--- src/design/tfq_pkg.sv ---
// Purpose: Shared constants for the temperature result and fault qualifier
// Assumes: Temperatures travel as signed fixed point, 1/8 degree per count
// Notes: Channel 0 is the internal sensor, channel 1 the external diode
package tfq_pkg;

   // ----------------------------------------
   // Widths and channels
   // ----------------------------------------
   localparam int TFQ_CODE_W = 11;
   localparam int TFQ_WORK_W = 16;
   localparam int TFQ_CH_INT = 0;
   localparam int TFQ_CH_EXT = 1;

   // ----------------------------------------
   // Result formats
   // ----------------------------------------
   localparam logic signed [15:0] TFQ_EXT_OFFSET_Q3 = 16'sh0200;
   localparam logic [10:0] TFQ_MAX_DEF = 11'h3ff;
   localparam logic [10:0] TFQ_MAX_EXT = 11'h7ff;
   localparam logic [10:0] TFQ_ZERO_CODE = 11'h000;
   localparam logic [7:0] TFQ_FAULT_BYTE = 8'h00;
   localparam int TFQ_LO_BYTE_POS = 5;

   // ----------------------------------------
   // Correction terms
   // ----------------------------------------
   localparam logic signed [15:0] TFQ_KELVIN_Q3 = 16'sh0888;
   localparam int TFQ_RES_MAX_OHM = 100;
   localparam int TFQ_ERR_PER_OHM_MDEG = 700;
   localparam int TFQ_RES_CORR_MAX_Q3 = TFQ_RES_MAX_OHM * TFQ_ERR_PER_OHM_MDEG * 8 / 1000;
   localparam int TFQ_IDEAL_SHIFT = 11;

   // ----------------------------------------
   // Filter settings
   // ----------------------------------------
   localparam logic [1:0] TFQ_FILT_OFF = 2'h0;
   localparam logic [1:0] TFQ_FILT_L1 = 2'h1;
   localparam logic [1:0] TFQ_FILT_L2 = 2'h2;

   // ----------------------------------------
   // Consecutive counters
   // ----------------------------------------
   localparam int TFQ_CNT_W = 4;

endpackage

--- src/design/tfq_core.sv ---
// Purpose: Correct and filter the external diode reading, format and limit-check both channels
// Assumes: Converter delivers one measurement per meas_valid pulse
// Notes: Alert and overtemperature pins are open drain, oe high means pulled low
`timescale 1ns/1ps

module tfq_core
   import tfq_pkg::*;
#(
   parameter logic [5:0] IDEAL_NOM_CODE = 6'h12,
   parameter int RES_CORR_MAX = TFQ_RES_CORR_MAX_Q3
) (
   input wire logic core_clk,
   input wire logic srst,
   input wire logic meas_valid,
   input wire logic signed [15:0] int_raw,
   input wire logic signed [15:0] ext_raw,
   input wire logic [9:0] res_err,
   input wire logic diode_open,
   input wire logic pos_short_vdd,
   input wire logic neg_short_vdd,
   input wire logic range_ext,
   input wire logic [1:0] filt_sel,
   input wire logic [5:0] ideality_code,
   input wire logic [10:0] high_lim_int,
   input wire logic [10:0] high_lim_ext,
   input wire logic [10:0] low_lim_int,
   input wire logic [10:0] low_lim_ext,
   input wire logic [10:0] therm_lim_int,
   input wire logic [10:0] therm_lim_ext,
   input wire logic [7:0] therm_hyst,
   input wire logic [2:0] alert_thr,
   input wire logic [2:0] therm_thr,
   input wire logic mask_all,
   input wire logic [1:0] ch_mask,
   input wire logic status_clr,
   output logic [7:0] int_hi_r,
   output logic [7:0] int_lo_r,
   output logic [7:0] ext_hi_r,
   output logic [7:0] ext_lo_r,
   output logic result_valid_r,
   output logic [1:0] high_stat_r,
   output logic [1:0] low_stat_r,
   output logic fault_stat_r,
   output logic [1:0] therm_stat_r,
   output logic alert_oe,
   output logic therm_oe
);

   // ----------------------------------------
   // Functions
   // ----------------------------------------
   // Stored bytes keep the range they were taken in; limits must follow the range bit
   function automatic logic [10:0] fmt_code(input logic signed [15:0] t, input logic ext);
      logic signed [15:0] v;
      logic [10:0] top;
      v = ext ? t + TFQ_EXT_OFFSET_Q3 : t;
      top = ext ? TFQ_MAX_EXT : TFQ_MAX_DEF;
      if (v < 16'sh0000) begin
         fmt_code = TFQ_ZERO_CODE;
      end else if (v > $signed({5'h00, top})) begin
         fmt_code = top;
      end else begin
         fmt_code = v[10:0];
      end
   endfunction

   // Saturate instead of wrapping so a long excursion never restarts the count
   function automatic logic [TFQ_CNT_W-1:0] cnt_step(input logic [TFQ_CNT_W-1:0] c,
                                                      input logic bad);
      if (!bad) begin
         cnt_step = '0;
      end else if (c == {TFQ_CNT_W{1'b1}}) begin
         cnt_step = c;
      end else begin
         cnt_step = c + 4'h1;
      end
   endfunction

   // Hysteresis is in whole degrees, scaled by eight to meet the code
   function automatic logic below_release(input logic [10:0] code, input logic [10:0] lim,
                                          input logic [7:0] hyst);
      logic signed [12:0] edge_v;
      edge_v = $signed({2'b00, lim}) - $signed({2'b00, hyst, 3'b000});
      below_release = $signed({2'b00, code}) < edge_v;
   endfunction

   // ----------------------------------------
   // State
   // ----------------------------------------
   logic signed [15:0] filt_r, filt_nxt;
   logic filt_primed_r, filt_primed_nxt;
   logic [7:0] int_hi_nxt, int_lo_nxt, ext_hi_nxt, ext_lo_nxt;
   logic result_valid_nxt;
   logic [TFQ_CNT_W-1:0] a_cnt_r [2];
   logic [TFQ_CNT_W-1:0] a_cnt_nxt [2];
   logic [TFQ_CNT_W-1:0] t_cnt_r [2];
   logic [TFQ_CNT_W-1:0] t_cnt_nxt [2];
   logic [1:0] high_stat_nxt, low_stat_nxt, therm_stat_nxt;
   logic fault_stat_nxt;
   logic alert_r, alert_nxt, therm_r, therm_nxt;

   // ----------------------------------------
   // Measurement datapath
   // ----------------------------------------
   logic fault;
   logic signed [15:0] res_sub, ext_rc, ext_kel, ext_ic, ext_f, int_use;
   logic signed [6:0] ideal_diff;
   logic signed [23:0] ideal_prod;
   logic [10:0] code [2];
   logic [10:0] hlim [2];
   logic [10:0] llim [2];
   logic [10:0] tlim [2];
   logic [1:0] is_high, is_low, is_over, is_below;
   logic [TFQ_CNT_W-1:0] a_need, t_need;
   logic [1:0] a_qual, t_qual;

   // Neg-pin-to-ground short is not listed, so it measures normally
   assign fault = diode_open | pos_short_vdd | neg_short_vdd;

   always_comb begin
      // Clamp the estimate so a broken estimate cannot swing past the corrected span
      if (res_err > 10'(RES_CORR_MAX)) begin
         res_sub = 16'(RES_CORR_MAX);
      end else begin
         res_sub = $signed({6'h00, res_err});
      end
      ext_rc = ext_raw - res_sub;
      ideal_diff = $signed({1'b0, ideality_code}) - $signed({1'b0, IDEAL_NOM_CODE});
      ext_kel = ext_rc + TFQ_KELVIN_Q3;
      ideal_prod = ext_kel * ideal_diff;
      ext_ic = ext_rc - 16'(ideal_prod >>> TFQ_IDEAL_SHIFT);
      // First sample seeds the filter so it does not ramp up from zero
      if (!filt_primed_r) begin
         ext_f = ext_ic;
      end else begin
         unique case (filt_sel)
            TFQ_FILT_L1: ext_f = 16'((17'(filt_r) + 17'(ext_ic)) >>> 1);
            TFQ_FILT_L2: ext_f = 16'((18'(filt_r) * 18'sd3 + 18'(ext_ic)) >>> 2);
            default: ext_f = ext_ic;
         endcase
      end
      // Internal channel has no diode, so it skips correction and filter
      int_use = int_raw;
      code[TFQ_CH_INT] = fmt_code(int_use, range_ext);
      code[TFQ_CH_EXT] = fault ? TFQ_ZERO_CODE : fmt_code(ext_f, range_ext);
   end

   always_comb begin
      hlim[TFQ_CH_INT] = high_lim_int;
      hlim[TFQ_CH_EXT] = high_lim_ext;
      llim[TFQ_CH_INT] = low_lim_int;
      llim[TFQ_CH_EXT] = low_lim_ext;
      tlim[TFQ_CH_INT] = therm_lim_int;
      tlim[TFQ_CH_EXT] = therm_lim_ext;
      for (int c = 0; c < 2; c++) begin
         is_high[c] = code[c] > hlim[c];
         is_low[c] = code[c] < llim[c];
         is_over[c] = code[c] >= tlim[c];
         is_below[c] = below_release(code[c], tlim[c], therm_hyst);
      end
      is_low[TFQ_CH_EXT] = is_low[TFQ_CH_EXT] & ~fault;
      // A broken diode counts as hot, so a fault cannot hide an overtemperature
      is_over[TFQ_CH_EXT] = is_over[TFQ_CH_EXT] | fault;
      // Release also waits for a fault-free reading
      is_below[TFQ_CH_EXT] = is_below[TFQ_CH_EXT] & ~fault;
   end

   // ----------------------------------------
   // Result and filter registers
   // ----------------------------------------
   always_comb begin
      filt_nxt = filt_r;
      filt_primed_nxt = filt_primed_r;
      int_hi_nxt = int_hi_r;
      int_lo_nxt = int_lo_r;
      ext_hi_nxt = ext_hi_r;
      ext_lo_nxt = ext_lo_r;
      // Valid flag is a one-cycle echo of the measurement strobe
      result_valid_nxt = meas_valid;
      if (meas_valid) begin
         // A faulted sample must not pollute the filter history
         if (!fault) begin
            filt_nxt = ext_f;
            filt_primed_nxt = 1'b1;
         end
         int_hi_nxt = code[TFQ_CH_INT][10:3];
         int_lo_nxt = {code[TFQ_CH_INT][2:0], 5'h00};
         ext_hi_nxt = fault ? TFQ_FAULT_BYTE : code[TFQ_CH_EXT][10:3];
         ext_lo_nxt = fault ? TFQ_FAULT_BYTE : {code[TFQ_CH_EXT][2:0], 5'h00};
      end
   end

   always_ff @(posedge core_clk) begin
      if (srst) begin
         filt_r <= '0;
         filt_primed_r <= 1'b0;
         int_hi_r <= '0;
         int_lo_r <= '0;
         ext_hi_r <= '0;
         ext_lo_r <= '0;
         result_valid_r <= 1'b0;
      end else begin
         filt_r <= filt_nxt;
         filt_primed_r <= filt_primed_nxt;
         int_hi_r <= int_hi_nxt;
         int_lo_r <= int_lo_nxt;
         ext_hi_r <= ext_hi_nxt;
         ext_lo_r <= ext_lo_nxt;
         result_valid_r <= result_valid_nxt;
      end
   end

   // ----------------------------------------
   // Consecutive qualification and pins
   // ----------------------------------------
   // Threshold fields hold the count minus one, so zero means a single reading
   assign a_need = {1'b0, alert_thr} + 4'h1;
   assign t_need = {1'b0, therm_thr} + 4'h1;

   always_comb begin
      a_qual = '0;
      t_qual = '0;
      for (int c = 0; c < 2; c++) begin
         a_cnt_nxt[c] = a_cnt_r[c];
         t_cnt_nxt[c] = t_cnt_r[c];
         if (meas_valid) begin
            a_cnt_nxt[c] = cnt_step(a_cnt_r[c], is_high[c] | is_low[c] |
                                    ((c == TFQ_CH_EXT) & fault));
            t_cnt_nxt[c] = cnt_step(t_cnt_r[c], is_over[c]);
            a_qual[c] = a_cnt_nxt[c] >= a_need;
            t_qual[c] = t_cnt_nxt[c] >= t_need;
         end
      end
      // Set beats clear when both land in one cycle
      high_stat_nxt = (status_clr ? 2'b00 : high_stat_r) | (a_qual & is_high);
      low_stat_nxt = (status_clr ? 2'b00 : low_stat_r) | (a_qual & is_low);
      fault_stat_nxt = (status_clr ? 1'b0 : fault_stat_r) |
                       (a_qual[TFQ_CH_EXT] & meas_valid & fault);
      // Mask_all hides the pin only; status keeps updating underneath
      alert_nxt = !mask_all &&
                  (|((high_stat_nxt | low_stat_nxt) & ~ch_mask) ||
                   (fault_stat_nxt && !ch_mask[TFQ_CH_EXT]));
      therm_nxt = therm_r;
      if (|t_qual) begin
         therm_nxt = 1'b1;
      end else if (meas_valid && therm_r && (&is_below)) begin
         therm_nxt = 1'b0;
      end
      therm_stat_nxt = therm_nxt ? (therm_stat_r | t_qual) : 2'b00;
   end

   always_ff @(posedge core_clk) begin
      if (srst) begin
         a_cnt_r[0] <= '0;
         a_cnt_r[1] <= '0;
         t_cnt_r[0] <= '0;
         t_cnt_r[1] <= '0;
         high_stat_r <= '0;
         low_stat_r <= '0;
         fault_stat_r <= 1'b0;
         therm_stat_r <= '0;
         alert_r <= 1'b0;
         therm_r <= 1'b0;
      end else begin
         a_cnt_r <= a_cnt_nxt;
         t_cnt_r <= t_cnt_nxt;
         high_stat_r <= high_stat_nxt;
         low_stat_r <= low_stat_nxt;
         fault_stat_r <= fault_stat_nxt;
         therm_stat_r <= therm_stat_nxt;
         alert_r <= alert_nxt;
         therm_r <= therm_nxt;
      end
   end

   // Pins are open drain: oe high pulls the line low
   assign alert_oe = alert_r;
   assign therm_oe = therm_r;

endmodule

--- config.mk ---
export PLATFORM = sky130hd
export DESIGN_NAME = tfq_core
export DESIGN_NICKNAME = d
export VERILOG_FILES = /design/src/design/tfq_pkg.sv /design/src/design/tfq_core.sv
export SDC_FILE = /design/constraint.sdc
export NUM_CORES = 1
export LEC_CHECK = 0
export BUFFER_PORTS_ARGS = -buffer_cell sky130_fd_sc_hd__buf_4
export CAP_MARGIN = 20
export CORE_ASPECT_RATIO = 1.1
export CORE_MARGIN = 2
export CORE_UTILIZATION = 54
export CTS_CLUSTER_SIZE = 16
export DETAILED_ROUTE_END_ITERATION = 12
export GPL_ROUTABILITY_DRIVEN = 0
export HOLD_SLACK_MARGIN = 0.06
export PLACE_DENSITY_LB_ADDON = 0.08
export SLEW_MARGIN = 30
export SYNTH_ARGS = -nofsm -noshare
export SYNTH_HDL_FRONTEND = slang
export SYNTH_SLANG_ARGS = --single-unit
--- constraint.sdc ---
create_clock -name core_clk -period 19.2 [get_ports core_clk]
set_input_delay 0 -clock core_clk [delete_from_list [all_inputs] [get_ports core_clk]]
set_output_delay 0 -clock core_clk [all_outputs]
set_load 0.02 [all_outputs]
==> flow_metrics.py, run 1 <==
metrics = {
    "status": {
        "outcome": "complete, no violations",
    },
    "drt": {
        "drt_via_density": 5.64,
        "dr.pass1.iters": 5,
        "drt-initial-drc-count": 621,
        "detail-route-antenna-nets": 0,
        "detailroute.via_count": 12800,
        "detail_route.wirelength_um": 37800,
        "wire_per_inst_um": 16.6,
        "drc_errors": 0,
    },
    "setup_path": {
        "cpMaxStageDelayCell": "or4b_2",
        "critPathCaptureType": "flop",
        "critPathMaxStageDelay_ns": 0.69,
        "timing.critical_path.mode_cell": "o21a_1",
        "cp-start-kind": "input port",
        "crit_type": "input port to flop",
        "worst-path-max-fanout": 12,
        "crit_arrival_ns": 18.38,
        "critPathRequiredTime_ns": 19.41,
    },
    "floorplanning": {
        "die_w_um": 158,
        "die_h_um": 174,
        "core_region_area_mm2": 0.0259,
        "placementRows": 62,
        "io_pins": 183,
        "initial_core_util_pct": 54.5,
        "design.die.area_mm2": 0.0274,
    },
    "timing": {
        "period_minus_slack_ns": 18.16,
        "slew_viol_final": 0,
        "slew-limit-headroom_pct": 14.1,
        "maxClockFrequency_mhz": 55.1,
        "skew_ns": 0.00844,
        "tightest_slew_ns": 1.27,
        "setup_viol_count_final": 0,
        "post-route-period-util_pct": 94.6,
        "final_hold_viol_count": 0,
    },
    "clocking": {
        "clkTransAtPathRegs_ns": 0.05,
        "cts_setup_buffers": 0,
        "worstSkewPairLatency_ns": 0.33,
        "clockBufferDepth": 2,
        "cts_sinks": 65,
        "cts.htree.levels": 3,
        "cts-buffers-inserted": 9,
        "cts_tree": "yes",
        "root_buffer": "clkbuf_16",
    },
    "layout": {
        "antenna-diode-count": 0,
        "stdcell_area_mm2": 0.0161,
        "post_route_cells_drive_above_1_share_pct": 13.2,
        "layout_commonest_cell": "inv_1",
        "areaGrowthSynthToFinish_pct": 13.9,
        "mostFrequentLayoutCells": "inv_1 (242), ha_1 (237), nor2_1 (193)",
        "stdcell_count": 2269,
        "finalCoreUtilization_pct": 62.0,
        "final_net_count": 2393,
    },
    "yosys": {
        "ys_seq_area_share_pct": 9.22,
        "synth-warning-count": 0,
        "cell_area_synth_mm2": 0.0141,
        "ys_async_sr_fraction_pct": 0,
        "post_syn_instances": 1762,
        "ys_dominant_reg_cell": "dfxtp_1",
        "synth-edff-count": 0,
        "syn_avg_cell_area_um2": 8.01,
        "postSynthRegisterBits": 65,
        "ys_types": 95,
    },
    "flow_run": {
        "drv.max_cap_violation_count": 0,
    },
    "place": {
        "post-place-cells": 2250,
        "port-buffer-count": 172,
        "detailed_place_hpwl_um": 32100,
        "place_area_mm2": 0.0157,
    },
    "grt": {
        "grt_remaining_overflow": 0,
        "first_global_vias": 13000,
        "grt.total_usage_pct": 27.9,
        "global_route_wire_length_before_repair_um": 61800,
        "grt_max_degree": 66,
        "antenna_found_initial": 0,
    },
    "min_path": {
        "hold_path_class": "input port to flop",
    },
}
==> kinds of logic after synthesis <==
| group | Yosys count | synth area share (%) |
|---|---|---|
| other | 1 | 0.0266 |
| flip-flops | 65 | 9.22 |
| multiplexers | 32 | 2.28 |
| XOR/XNOR | 96 | 6.06 |
| AND/OR/NAND/NOR | 531 | 18.3 |
| adder cells (fa/ha/maj) | 340 | 35.6 |
| buffers and inverters | 298 | 8.33 |
| AO/OA/AOI/OAI | 399 | 20.2 |
==> sequential cells by signal (all words and copies together) (netlist names), 2 cells and up <==
name          cells
int_hi_r          8
t_cnt_r           8
int_lo_r          3
low_stat_r        2
a_cnt_r           8
filt_r           16
ext_lo_r          3
therm_stat_r      2
high_stat_r       2
ext_hi_r          8
==> what timing repair did <==
action,4_1_cts,5_1_grt
resized for setup,0,11
setup endpoints to repair,0,7
hold buffers,3,0
endpoints found under the hold margin,2,0
==> metal layers <==
metal  global-route usage [%]  part of all wire (%)  up-vias
met5                        0                     0        -
li1                         -                     -     6370
met1                     31.9                    41     6011
met2                     50.3                    49      323
met4                     12.6                   5.1        0
met3                     4.60                   4.9       94
==> cell usage after synthesis, drive strengths merged (8+ instances only) <==
cell type  number  area share (%)
xor2           31             2.0
a211oi         31             2.0
buf            19            0.91
nand2         102             2.7
nor2          195             5.2
o211ai          8            0.43
inv           243             6.5
a31oi           9            0.40
and2           19            0.86
nor3           30             1.1
or3            14            0.62
nor2b          33             1.5
dfxtp          65             9.2
and3           10            0.44
or2             9            0.42
ha            237              21
a21o           26             1.4
mux2i          31             2.2
fa            103              15
o21a           63             3.4
xnor2          65             4.1
o31ai           8            0.46
nand2b         36             1.6
a21oi          96             3.4
nand4          19            0.84
o21ai          63             2.2
clkbuf         35            0.93
nand3          35             1.2
==> final timing paths <==
path	from	to	slack, ns	cells after the start
max	res_err[2]	alert_oe	1.04	80
min	range_ext	ext_hi_r[7]	0.09	3
max reg2reg	filt_r[1]	alert_oe	9.35	41
min reg2reg	ext_hi_r[7]	ext_hi_r[7]	0.47	2
==> metrics by stage <==
| stage | setup TNS [ns] | setup slack, ns | hold slack (ns) |
|---|---|---|---|
| final | 0 | 1.04 | 0.0880 |
| after global routing | -0.000753 | -0.000753 | 0.111 |
| after CTS | 0 | 0.194 | 0.0892 |
| after detailed placement | 0 | 0.422 | 0.185 |
| after global placement | 0 | 0.896 | 0.179 |
| after floorplan | 0 | 2.09 | 0.0760 |
==> final cells by class <==
cell class	count	area, um2
Timing Repair Buffer	184	1390
Sequential cell	65	1300
Multi-Input combinational cell	1408	11800
Tap cell	352	440
Inverter	244	916
Fill cell	2409	9830
Clock inverter	4	20.0
Clock buffer	12	236
==> worst max-delay path, delay by kind of cell <==
family          cells  cell delay [ns]
fa+ha+maj          13             4.92
compound gates     37             7.27
buf+inv             6             0.96
simple gates       22             4.57
xor+xnor            2             0.65
Power of run 1 is not shown: default switching activity piles up to over one toggle a cycle in this logic, so the estimate is an artifact.
==> run 2: changes to the inputs <==
==> constraint.sdc (replaced) <==
create_clock -name core_clk -period 19.2 [get_ports core_clk]
set_input_delay 1.92 -clock core_clk [delete_from_list [all_inputs] [get_ports core_clk]]
set_output_delay 1.92 -clock core_clk [all_outputs]
set_load 0.02 [all_outputs]
==> flow_metrics.py, run 2 (synthesized netlist as in run 1, its figures left out) <==
metrics = {
    "min_path": {
        "hold_path.startpoint": "ext_hi_r[7]",
        "hold_path_class": "flop to flop",
    },
    "setup_path": {
        "critPathCaptureType": "flop",
        "critPathRequiredTime_ns": 19.38,
        "crit_arrival_ns": 18.65,
        "timing.critical_path.mode_cell": "o21a_1",
        "cp-start-kind": "input port",
        "cpMaxStageDelayCell": "fa_1",
        "worst_r2r_startpoint": "filt_r[1]",
        "critPathMaxStageDelay_ns": 0.55,
        "worst-path-max-fanout": 7,
        "crit_path_start": "res_err[2]",
        "crit_type": "input port to flop",
    },
    "drt": {
        "dr.pass1.iters": 5,
        "wire_per_inst_um": 16.5,
        "detail-route-antenna-nets": 0,
        "drt-initial-drc-count": 621,
        "detailroute.via_count": 12900,
        "detail_route.wirelength_um": 38200,
        "drc_errors": 0,
        "drt_via_density": 5.57,
    },
    "grt": {
        "first_global_vias": 13200,
        "grt_remaining_overflow": 0,
        "global_route_wire_length_before_repair_um": 62800,
        "grt.total_usage_pct": 28.2,
        "antenna_found_initial": 0,
        "grt_max_degree": 66,
    },
    "floorplanning": {
        "io_pins": 183,
        "die_h_um": 174,
        "die_w_um": 158,
        "initial_core_util_pct": 54.5,
        "placementRows": 62,
        "core_region_area_mm2": 0.0259,
        "design.die.area_mm2": 0.0274,
    },
    "clocking": {
        "cts.htree.levels": 3,
        "cts_sinks": 65,
        "cts-buffers-inserted": 9,
        "clockBufferDepth": 2,
        "root_buffer": "clkbuf_16",
        "clkTransAtPathRegs_ns": 0.05,
        "cts_tree": "yes",
        "worstSkewPairLatency_ns": 0.33,
    },
    "layout": {
        "layout_commonest_cell": "inv_1",
        "final.fill_count": 2339,
        "mostFrequentLayoutCells": "inv_1 (242), ha_1 (233), buf_4 (227)",
        "areaGrowthSynthToFinish_pct": 17.3,
        "regArea_mm2": 0.00130,
        "final_net_count": 2437,
        "multiInputGateArea_mm2": 0.0119,
        "largest_reg_flops": 16,
        "regMostFlops": "filt_r",
        "stdcell_area_mm2": 0.0166,
        "antenna-diode-count": 0,
        "post_route_cells_drive_above_1_share_pct": 16.2,
    },
    "timing": {
        "slew_viol_final": 0,
        "period_minus_slack_ns": 18.47,
        "maxClockFrequency_mhz": 54.1,
        "post-route-period-util_pct": 96.2,
        "slew-limit-headroom_pct": 35.0,
        "tightest_slew_ns": 0.968,
        "final_hold_viol_count": 0,
        "setup_viol_count_final": 0,
        "skew_ns": 0.00505,
    },
    "flow_run": {
        "drv.max_cap_violation_count": 0,
    },
    "place": {
        "detailed_place_hpwl_um": 32400,
        "place_area_mm2": 0.0160,
        "port-buffer-count": 172,
    },
    "status": {
        "outcome": "complete, no violations",
    },
}
## run 2: cell types whose count changed in the layout (fill, tap and decap cells not counted), sizes merged
| cell | change |
|---|---|
| buf | +47 |
| bufinv | +1 |
| clkbuf | +1 |
| clkinv | -3 |
| dlygate4sd3 | -3 |
## run 2: stage by stage
stage / setup slack (ns) / utilization [%] / instances / setup TNS, ns / hold WS (ns)
after floorplan: 0.174 / - / 1771 / 0 / 0.456
after global placement: 0.0757 / 61.6 / 2285 / 0 / 0.460
after detailed placement: -0.368 / 61.6 / 2285 / -1.07 / 0.461
after CTS: 0.113 / 62.8 / 2300 / 0 / 0.470
after global routing: -0.140 / 63.9 / 2312 / -0.248 / 0.513
final: 0.728 / 63.9 / 2312 / 0 / 0.473
## run 2: cell type report
| cell class | instances | share of cell area, % |
|---|---|---|
| repair buffers | 228 | 10.4 |
| multi-input cells | 1408 | 71.6 |
| clock inverters | 2 | 0.212 |
| inverters | 244 | 5.53 |
| clock buffers | 13 | 1.69 |
| flip-flops and latches | 65 | 7.86 |
| well taps | 352 | 2.66 |
## run 2: critical path, delay by kind of cell
kind                     cells  cell delay (ns)
XOR/XNOR                     2             0.33
AO/OA/AOI/OAI               39             7.67
adder cells (fa/ha/maj)     12             4.33
multiplexers                 1             0.21
buffers and inverters        7             0.73
AND/OR/NAND/NOR             21             3.50
## run 2: what timing repair did
| item | 4_1_cts | 5_1_grt |
|---|---|---|
| setup endpoints to repair | 1 | 7 |
| resized for setup | 1 | 33 |
| setup buffers | 0 | 12 |
| pin swaps | 0 | 12 |
| hold buffers | 0 | 0 |
## run 2: layer usage
metal / wire length, um / share of wire, % / vias up / track usage, %
met5: 0 / 0 / - / 0
met4: 1540 / 4.0 / 0 / 10.7
met3: 1960 / 5.1 / 76 / 4.32
met2: 19600 / 51 / 322 / 52.7
li1: - / - / 6459 / -
met1: 15100 / 40 / 6022 / 31.9
## run 2: path summary, 6_finish.rpt
kind	slack [ns]	to	cells past startpoint
setup reg to reg	10.21	alert_oe	42
hold reg to reg	0.47	ext_hi_r[7]	2
hold / removal	0.47	ext_hi_r[7]	2
setup / recovery	0.73	alert_oe	82
Power of run 2 is left out for the same reason.
==> run 3: changes to the inputs <==
--- a/config.mk
+++ b/config.mk
@@ -15,6 +15,7 @@
 export GPL_ROUTABILITY_DRIVEN = 0
 export HOLD_SLACK_MARGIN = 0.06
 export PLACE_DENSITY_LB_ADDON = 0.08
+export RECOVER_POWER = 25
 export SLEW_MARGIN = 30
 export SYNTH_ARGS = -nofsm -noshare
 export SYNTH_HDL_FRONTEND = slang
==> flow_metrics.py, run 3 (synthesized netlist as in run 1, its figures left out) <==
metrics = {
    "drt": {
        "drt-initial-drc-count": 537,
        "dr.pass1.iters": 5,
        "wire_per_inst_um": 16.5,
        "drc_errors": 0,
        "drt_via_density": 5.56,
        "detail-route-antenna-nets": 0,
        "detail_route.wirelength_um": 38200,
        "detailroute.via_count": 12900,
    },
    "place": {
        "detailed_place_hpwl_um": 32400,
        "port-buffer-count": 172,
    },
    "clocking": {
        "cts-buffers-inserted": 9,
        "root_buffer": "clkbuf_16",
        "clockBufferDepth": 2,
        "cts.htree.levels": 3,
        "clkTransAtPathRegs_ns": 0.05,
        "worstSkewPairLatency_ns": 0.33,
        "cts_sinks": 65,
        "cts_tree": "yes",
    },
    "grt": {
        "global_route_wire_length_before_repair_um": 62800,
        "grt.total_usage_pct": 28.2,
        "grt_max_degree": 66,
        "antenna_found_initial": 0,
        "grt_remaining_overflow": 0,
        "first_global_vias": 13200,
    },
    "floorplanning": {
        "placementRows": 62,
        "design.die.area_mm2": 0.0274,
        "core_region_area_mm2": 0.0259,
        "initial_core_util_pct": 54.5,
        "die_h_um": 174,
        "io_pins": 183,
        "die_w_um": 158,
    },
    "layout": {
        "regMostFlops": "filt_r",
        "layout_commonest_cell": "inv_1",
        "final_net_count": 2437,
        "mostFrequentLayoutCells": "inv_1 (242), ha_1 (233), buf_4 (203)",
        "post_route_cells_drive_above_1_share_pct": 15.0,
        "largest_reg_flops": 16,
        "antenna-diode-count": 0,
        "areaGrowthSynthToFinish_pct": 16.7,
    },
    "timing": {
        "period_minus_slack_ns": 18.48,
        "final_hold_viol_count": 0,
        "slew-limit-headroom_pct": 36.4,
        "slew_viol_final": 0,
        "tightest_slew_ns": 0.954,
        "maxClockFrequency_mhz": 54.1,
        "setup_viol_count_final": 0,
        "post-route-period-util_pct": 96.3,
        "holdWs_ns": 0.474,
        "skew_ns": 0.00442,
    },
    "min_path": {
        "hold_path_class": "flop to flop",
    },
    "setup_path": {
        "timing.critical_path.mode_cell": "o21a_1",
        "crit_arrival_ns": 18.67,
        "critPathCaptureType": "flop",
        "critPathMaxStageDelay_ns": 0.55,
        "cpMaxStageDelayCell": "fa_1",
        "cp-start-kind": "input port",
        "crit_type": "input port to flop",
        "critPathRequiredTime_ns": 19.38,
        "worst-path-max-fanout": 7,
    },
    "flow_run": {
        "drv.max_cap_violation_count": 0,
    },
    "status": {
        "outcome": "complete, no violations",
    },
}
-- run 3: cell count changes in the layout (fill, tap and decap cells not counted) --
cell and change:
buf_4 -24, clkbuf_1 +24
-- run 3: per-layer routing --
metal,vias up,global-route usage (%),part of all wire [%]
met5,-,0,0
met4,0,10.7,4.1
li1,6453,-,-
met2,319,52.7,51
met1,6014,31.9,39
met3,79,4.32,5.0
-- run 3: what timing repair did --
item / in CTS / in global routing
endpoints found under the setup margin: 1 / 7
gates resized for setup: 1 / 33
setup buffers: 0 / 12
pin swaps: 0 / 12
hold buffers: 0 / 0
-- run 3: worst max-delay path, delay by kind of cell --
family	cells	cell delay [ns]
buffers and inverters	7	0.72
and+or+nand+nor	21	3.50
xor gates and xnor gates	2	0.32
adders and majority gates	12	4.33
muxes	1	0.21
AOI/OAI and AO/OA	39	7.68
-- run 3: worst paths after layout --
path / start / to / slack (ns) / cells past startpoint
worst max-delay path: res_err[2] / alert_oe / 0.72 / 82
worst min-delay path: ext_hi_r[7] / ext_hi_r[7] / 0.47 / 2
worst max register to register: filt_r[1] / alert_oe / 10.24 / 42
worst min register to register: ext_hi_r[7] / ext_hi_r[7] / 0.47 / 2
-- run 3: final cells by class --
type                    instances  area [um2]
clock inverters                 2        35.0
flip-flops and latches         65        1300
clock buffers                  13         280
well taps                     352         440
inverters                     244         916
multi-input cells            1408       11900
fillers                      2365        9440
repair buffers                228        1630
-- run 3: metrics by stage --
stage	area, um2	setup slack [ns]	setup TNS [ns]	cells	utilization (%)
detailed placement	16000	-0.368	-1.07	2285	61.6
global placement	15900	0.0757	0	2285	61.6
floorplan	14100	0.174	0	1771	-
CTS	16300	0.113	0	2300	62.8
finish	16500	0.716	0	2312	63.6
global route	16500	-0.140	-0.248	2312	63.6
Power of run 3 is left out for the same reason.
